**src/pkg/rfpr_map.svh**
```systemverilog
// Register offsets, field positions and reset values for the partition registers.
`ifndef RFPR_MAP_SVH
`define RFPR_MAP_SVH

// Byte offsets of the three registers on the APB bus.
`define RFPR_KPB_OFFSET 12'h000
`define RFPR_DRS_OFFSET 12'h004
`define RFPR_UPB_OFFSET 12'h008

// Writable field of the kernel program base register.
`define RFPR_KPB_MSB 15
`define RFPR_KPB_LSB 10
`define RFPR_KPB_W 6

// Writable field of the user program base register.
`define RFPR_UPB_MSB 19
`define RFPR_UPB_LSB 11
`define RFPR_UPB_W 9

// Reset values of the writable fields.
`define RFPR_KPB_RESET 6'h00
`define RFPR_UPB_RESET 9'h000

// Default fixed data RAM size in bytes (32 KB).
`define RFPR_DRS_DEFAULT 32'h0000_8000

`endif

```
**src/pkg/rfpr_pkg.sv**
```systemverilog
// Types shared by the partition register block.
package rfpr_pkg;

    // One APB request as seen by the slave.
    typedef struct packed {
        logic        sel;
        logic        enable;
        logic        write;
        logic [11:0] addr;
        logic [31:0] wdata;
    } rfpr_apb_req_s;

    // Partition boundaries handed to the bus matrix.
    typedef struct packed {
        logic [31:0] kernel_prog_base;
        logic [31:0] user_prog_base;
    } rfpr_bounds_s;

endpackage

```
**src/hdl/rfpr_regs.sv**
```systemverilog
// APB register block holding the RAM and flash partition boundaries.
`timescale 1ns/10ps
`include "rfpr_map.svh"

// Functional notes
// - Kernel base bits 31:16 read zero.
// - Kernel base bits 15:10 writable partition offset.
// - Kernel base bits 9:0 fixed zero.
// - Reset clears partition base registers.
// - RAM size register read-only fixed value.
// - User base bits 31:20 read zero.
// - User base bits 19:11 writable, reset zero.
// - User base bits 10:0 fixed zero.
module rfpr_regs #(
    parameter logic [31:0] DATA_RAM_SIZE = `RFPR_DRS_DEFAULT // Fixed size.
) (
    input wire logic pclk, // System clock, 100 MHz.
    input wire logic presetn, // Asynchronous reset, active low.
    input wire logic psel, // APB select.
    input wire logic penable, // APB access phase.
    input wire logic pwrite, // APB direction, high for write.
    input wire logic [11:0] paddr, // APB byte address.
    input wire logic [31:0] pwdata, // APB write data.
    input wire logic [3:0] pstrb, // APB byte strobes.
    output logic [31:0] prdata, // APB read data.
    output logic pready, // APB ready, always high.
    output logic pslverr, // APB error for unmapped access or a write to the RAM size.
    output rfpr_pkg::rfpr_bounds_s bounds // Partition boundaries.
);

    // Bundled request, for readability.
    rfpr_pkg::rfpr_apb_req_s req;
    // Register state and next values.
    logic [`RFPR_KPB_W-1:0] kpb_reg; // Kernel program base field.
    logic [`RFPR_KPB_W-1:0] kpb_next; // Its next value.
    logic [`RFPR_UPB_W-1:0] upb_reg; // User program base field.
    logic [`RFPR_UPB_W-1:0] upb_next; // Its next value.
    logic [31:0] rdata_reg; // Registered read data.
    logic [31:0] rdata_next; // Its next value.
    logic err_reg; // Registered error flag.
    logic err_next; // Its next value.
    logic setup; // Setup phase of a transfer.
    logic access; // Access phase of a transfer.
    logic hit_kpb; // Address selects the kernel base.
    logic hit_drs; // Address selects the RAM size.
    logic hit_upb; // Address selects the user base.
    logic [31:0] kpb_word; // Full kernel base word.
    logic [31:0] upb_word; // Full user base word.

    assign req = '{sel: psel, enable: penable, write: pwrite,
                   addr: paddr, wdata: pwdata};
    assign setup = req.sel & ~req.enable;
    assign access = req.sel & req.enable;
    assign hit_kpb = (req.addr == `RFPR_KPB_OFFSET);
    assign hit_drs = (req.addr == `RFPR_DRS_OFFSET);
    assign hit_upb = (req.addr == `RFPR_UPB_OFFSET);

    // Place the stored fields in their word, every other bit zero.
    always_comb begin
        kpb_word = 32'h0000_0000;
        kpb_word[`RFPR_KPB_MSB:`RFPR_KPB_LSB] = kpb_reg;
        upb_word = 32'h0000_0000;
        upb_word[`RFPR_UPB_MSB:`RFPR_UPB_LSB] = upb_reg;
    end

    // Writes land only in the writable fields, honouring byte strobes.
    always_comb begin
        kpb_next = kpb_reg;
        upb_next = upb_reg;
        if (access && req.write) begin
            if (hit_kpb && pstrb[1]) begin
                kpb_next = req.wdata[`RFPR_KPB_MSB:`RFPR_KPB_LSB];
            end
            if (hit_upb) begin
                // Bits 15:11 sit in lane 1, bits 19:16 in lane 2.
                if (pstrb[1]) begin
                    upb_next[4:0] = req.wdata[15:11];
                end
                if (pstrb[2]) begin
                    upb_next[8:5] = req.wdata[19:16];
                end
            end
        end
    end

    // Read data and error are prepared in setup so they stand in access.
    always_comb begin
        rdata_next = rdata_reg;
        err_next = err_reg;
        if (setup) begin
            rdata_next = 32'h0000_0000;
            err_next = 1'b0;
            if (hit_kpb) begin
                rdata_next = req.write ? 32'h0000_0000 : kpb_word;
            end else if (hit_drs) begin
                // The size word is constant; writes are refused.
                rdata_next = req.write ? 32'h0000_0000 : DATA_RAM_SIZE;
                err_next = req.write;
            end else if (hit_upb) begin
                rdata_next = req.write ? 32'h0000_0000 : upb_word;
            end else begin
                // Unmapped addresses answer with an error.
                err_next = 1'b1;
            end
        end
    end

    // Register the partition fields; reset clears them.
    always_ff @(posedge pclk or negedge presetn) begin
        if (!presetn) begin
            kpb_reg <= `RFPR_KPB_RESET;
            upb_reg <= `RFPR_UPB_RESET;
        end else begin
            kpb_reg <= kpb_next;
            upb_reg <= upb_next;
        end
    end

    // Register the read answer that the setup phase has prepared.
    // Keeping it apart from the fields lets each group hold its own reset.
    always_ff @(posedge pclk or negedge presetn) begin
        if (!presetn) begin
            rdata_reg <= 32'h0000_0000;
            err_reg <= 1'b0;
        end else begin
            rdata_reg <= rdata_next;
            err_reg <= err_next;
        end
    end

    // Zero wait states; error only shown in the access phase, read data held in rdata_reg.
    assign pready = 1'b1;
    assign prdata = rdata_reg;
    assign pslverr = access & err_reg;
    // Bounds to the matrix; software keeps them within the memory sizes.
    assign bounds = '{kernel_prog_base: kpb_word, user_prog_base: upb_word};
endmodule

```
**config.mk**
```make
export PLATFORM = sky130hd
export DESIGN_NAME = rfpr_regs
export DESIGN_NICKNAME = d
export VERILOG_FILES = /design/src/pkg/rfpr_pkg.sv /design/src/hdl/rfpr_regs.sv
export VERILOG_INCLUDE_DIRS = /design/src /design/src/pkg
export SDC_FILE = /design/constraint.sdc
export NUM_CORES = 1
export LEC_CHECK = 0
export BUFFER_PORTS_ARGS = -buffer_cell sky130_fd_sc_hd__buf_2
export CORE_UTILIZATION = 41
export CTS_CLUSTER_DIAMETER = 200
export DETAILED_ROUTE_END_ITERATION = 7
export PLACE_DENSITY = 0.87
export SYNTH_ARGS = -nofsm -noshare
export SYNTH_HDL_FRONTEND = slang
export SYNTH_SLANG_ARGS = --single-unit
```
**constraint.sdc**
```tcl
create_clock -name pclk -period 1.8 [get_ports pclk]
set_input_delay 0.18 -clock pclk [delete_from_list [all_inputs] [get_ports pclk]]
set_output_delay 0.18 -clock pclk [all_outputs]
set_load 0.005 [all_outputs]
```
; ---- Word-level counts from Yosys, hierarchy flattened
; Cells that the tools add are included.
[op_classes]
eq_ne = 2
mux = 9
n_bitwise = 4
n_reduce_logical = 6
[ops]
columns = operator, count
row1 = $mux 20, 4
row2 = $mux 16, 2
row3 = $eq 12x3->1 const B, 1
row4 = $eq 12x4->1 const B, 1
row5 = $logic_not 12->1, 1
row6 = $reduce_and 3->1, 2
row7 = $and 1x1->1, 3
row8 = $mux 1, 3
row9 = $logic_and 1x1->1, 2
row10 = $reduce_and 2->1, 1
row11 = $not 1->1, 1
[totals]
regBits = 48
input_bits = 53
output_inout_bits = 98
wordCells = 26

; ---- Logic depth before layout (Yosys ltp)
[depth]
word_depth = 4
ltp_mapped = 4
ltp_nobuf = 4

; ---- Worst setup path after synthesis
; OpenSTA, ideal clock, no wires.
[synth_timing]
kind = input -> register
startpoint = in paddr[9]
endpoint = reg upb_reg[0]
setup_ps = 125
arrival_ps = 1370
t_required_ps = 1675
path_slack_ps = 306
path_stages = 4
path_buffers = 0
cell_sequence = or4_4 -> nor2_8 -> nand3_2 -> mux2_2
[synth_between]
elab_chain_cells = 2
[synth_rtl]
columns = element, line_no
row1 = "start, declared", rfpr_regs.sv:22  ; input wire logic [11:0] paddr,
row2 = $eq 12x4->1 (no source line), --
row3 = $reduce_and 3->1 (no source line), --
row4 = "end signal, assigned", rfpr_regs.sv:112  ; upb_reg <= `RFPR_UPB_RESET;
row5 = "end signal, assigned", rfpr_regs.sv:115  ; upb_reg <= upb_next;
row6 = "end, declared", rfpr_regs.sv:36  ; logic [`RFPR_UPB_W-1:0] upb_reg;
; No other way between the ends.
; A chain may end at the register's enable or synchronous reset.

; ---- Final worst setup path
[layout_timing]
startpoint = in paddr[9]
endpoint = reg upb_reg[2]
; The elaborated chain is that of the path after synthesis.

==> impl_metrics.tcl <==
set metrics [dict create \
    outcome "complete, no violations" \
    arrival_ns 1.55 \
    power_switching_uw 259 \
    fin_skew_ns 0.00210 \
    fin_nets 275 \
    grt_usage_pct 13.4 \
    initialDrtViolationCount 7 \
    netlist_area_um2 1730 \
    timing.fmax_mhz 718 \
    grt_setup_unrepaired "false" \
    die_h_um 66.9 \
    start_kind "input port" \
    worst_hold_slack_ns 0.145 \
    numCtsBuffers 3 \
    worstPathMaxFanout 5 \
    detail_route.vias_per_cell 4.11 \
    wl_um 2860 \
    num_rows 23 \
    first_pass_iters 4 \
    r2r_cells 2 \
    power_density_nw_per_um2 622 \
    max_stage_delay_ns 0.59 \
    wire_per_inst_um 10.5 \
    ant_nets 0 \
    criticalPathCategory "input port to register" \
    final_util_pct 47.1 \
    worstMarginPinSlew_ns 0.570 \
    syn_avg_cell_area_um2 10.8 \
    cp.buffers_inverters 1 \
    port_buffers 54 \
    hpwl_um 2420 \
    syn_inst 160 \
    core_um2 4030 \
    report.final.slew_viol_count 0 \
    cts_max_level 1 \
    critical_path.slowest_cell "or4_4" \
    die_w_um 66.9 \
    setup_viol 0 \
    period_needed_ns 1.39 \
    post_cts_buffers 0 \
    drc_errors 0 \
    power_frac_clock_pct 40.4 \
    path_cells "buf_2, or4_4, nor2_8, nand3_2, mux2_2" \
    dieArea_um2 4480 \
    ys_seq_area_share_pct 37.7 \
    intPower_uw 921 \
    place_area_um2 1820 \
    post-route-period-util_pct 77.4 \
    holdPathEnd "upb_reg[8]" \
    grt_max_degree 27 \
    n_antenna_cell 0 \
    cts_sinks 26 \
    yosys_warnings 0 \
    finalWeightedCongestion 0.757 \
    grt_pass1_vias 980 \
    drive_gt1_share_pct 40.3 \
    hold_path.class "input port to register" \
    ys_seq_elements 26 \
    clkTransAtPathRegs_ns 0.09 \
    cts_root_buf "clkbuf_8" \
    hold_viol 0 \
    start_util_pct 42.9 \
    cts_tree "built" \
    p_comb_share_pct 9.8 \
    syn_to_final_growth_pct 9.85 \
    critPathTopFamily "simple AND/OR/NAND/NOR gates" \
    p_sw_share_pct 22.0 \
    r2r-start "kpb_reg[0]" \
    ir_drop_mv 0.386 \
    largest_reg_flops 10 \
    min_from "pwdata[19]" \
    holdPathStages 2 \
    clk_latency_ns 0.26 \
    end_kind "register" \
    p_total_uw 1180 \
    seqPwrFrac_pct 49.8 \
    cap_violations 0 \
    ctsLongestPathBuffers 2 \
    antenna_found_initial 0 \
    postLayoutCellArea_um2 1900 \
    rrSetupSlack_ns 0.64 \
    worst_ep_required_time_ns 1.96 \
    yosysUniqueCellTypes 28 \
    tns_ns 0 \
    grt_remaining_overflow 0 \
    power_leakage_uw 0.00115 \
    vias 1114 \
    maxSlewHeadroom_pct 62.0 \
    ios 151 \
    grt_pass1_wl_um 4490 \
    worst_r2r_endpoint "prdata[10]" \
]
## cell usage after synthesis
cell	count	share of area [%]
nor4b_4	1	1.4
or3b_2	1	0.51
clkbuf_1	1	0.22
nor2_1	1	0.22
nor4_1	1	0.36
mux2_2	15	9.8
and3_1	2	0.72
nor4b_2	2	1.7
a22oi_1	4	1.7
nand2_1	10	2.2
nand4_4	1	1.2
nand2b_1	1	0.36
a31oi_1	1	0.36
o21ai_0	3	0.87
o31ai_1	2	0.87
dfrtp_1	26	38
and2_1	1	0.36
a21o_1	1	0.43
a22o_1	4	2.0
conb_1	2	0.43
nor2_8	1	1.2
nand3b_1	1	0.43
buf_4	72	31
or4_4	2	1.3
inv_1	1	0.22
nand3_2	1	0.58
or4b_2	1	0.58
nand3_4	1	1.0
## power by group through the flow
| stage | Clock [uW] | Sequential [uW] | Combinational, uW |
|---|---|---|---|
| final | 476 | 588 | 116 |
| after global routing | 513 | 589 | 139 |
| after CTS | 489 | 588 | 115 |
| after detailed placement | 0 | 600 | 113 |
| after global placement | 0 | 600 | 111 |
| after floorplan | 0 | 599 | 170 |
## final cells by class
type / instances / area, um2
repair buffers: 60 / 318
multi-input cells: 130 / 792
well taps: 50 / 62.6
clock inverters: 1 / 30.0
inverters: 1 / 3.75
clock buffers: 3 / 41.3
flip-flops and latches: 26 / 651
fillers: 389 / 2130
## through the flow
stage | instances | setup WS (ns)
floorplan | 230 | 0.306
global placement | 266 | 0.136
detailed placement | 266 | 0.101
CTS | 271 | 0.394
global route | 271 | 0.332
finish | 271 | 0.407
## cells in the final DEF (no fill, tap or decap), drive strengths merged
| cell type | count |
|---|---|
| conb | 72 |
| buf | 59 |
| dfrtp | 26 |
| mux2 | 15 |
| nand2 | 10 |
| a22o | 4 |
| a22oi | 4 |
| o21ai | 3 |
| clkbuf | 3 |
| nor4b | 3 |
| and3 | 2 |
| or4 | 2 |
| o31ai | 2 |
| nor2 | 2 |
| nand3 | 2 |
| nand2b | 1 |
| or3b | 1 |
| and2 | 1 |
| nor4 | 1 |
| nand4 | 1 |
| a31oi | 1 |
| a21o | 1 |
| nand3b | 1 |
| inv | 1 |
| or4b | 1 |
| bufinv | 1 |
| dlygate4sd3 | 1 |
## what timing repair did
item / CTS / global route
gates resized for setup: 0 / 0
endpoints found under the hold margin: 26 / 0
hold buffers: 1 / 0
## routing by layer
layer  track usage, %  routed length (um)
met1             15.5                1100
met2             24.4                1490
met3             2.91                 244
met4             3.99                  18
met5                0                   0
## cells by family after synthesis
family	after synthesis	synth area share [%]
and+or+nand+nor	28	14.1
DFF	26	37.7
AOI/OAI and AO/OA	15	6.30
buffers and inverters	74	31.7
muxes	15	9.78
other	2	0.435
## worst max-delay path by stage
stage / start / end / depth (start not counted)
after floorplan: paddr[9] / upb_reg[0] / 4
after global placement: paddr[9] / upb_reg[1] / 5
after detailed placement: paddr[9] / upb_reg[1] / 5
after CTS: paddr[9] / upb_reg[1] / 5
after global routing: paddr[9] / prdata[13] / 5
final: paddr[9] / upb_reg[2] / 5
Note: power is estimated with default switching activity, not from simulation.
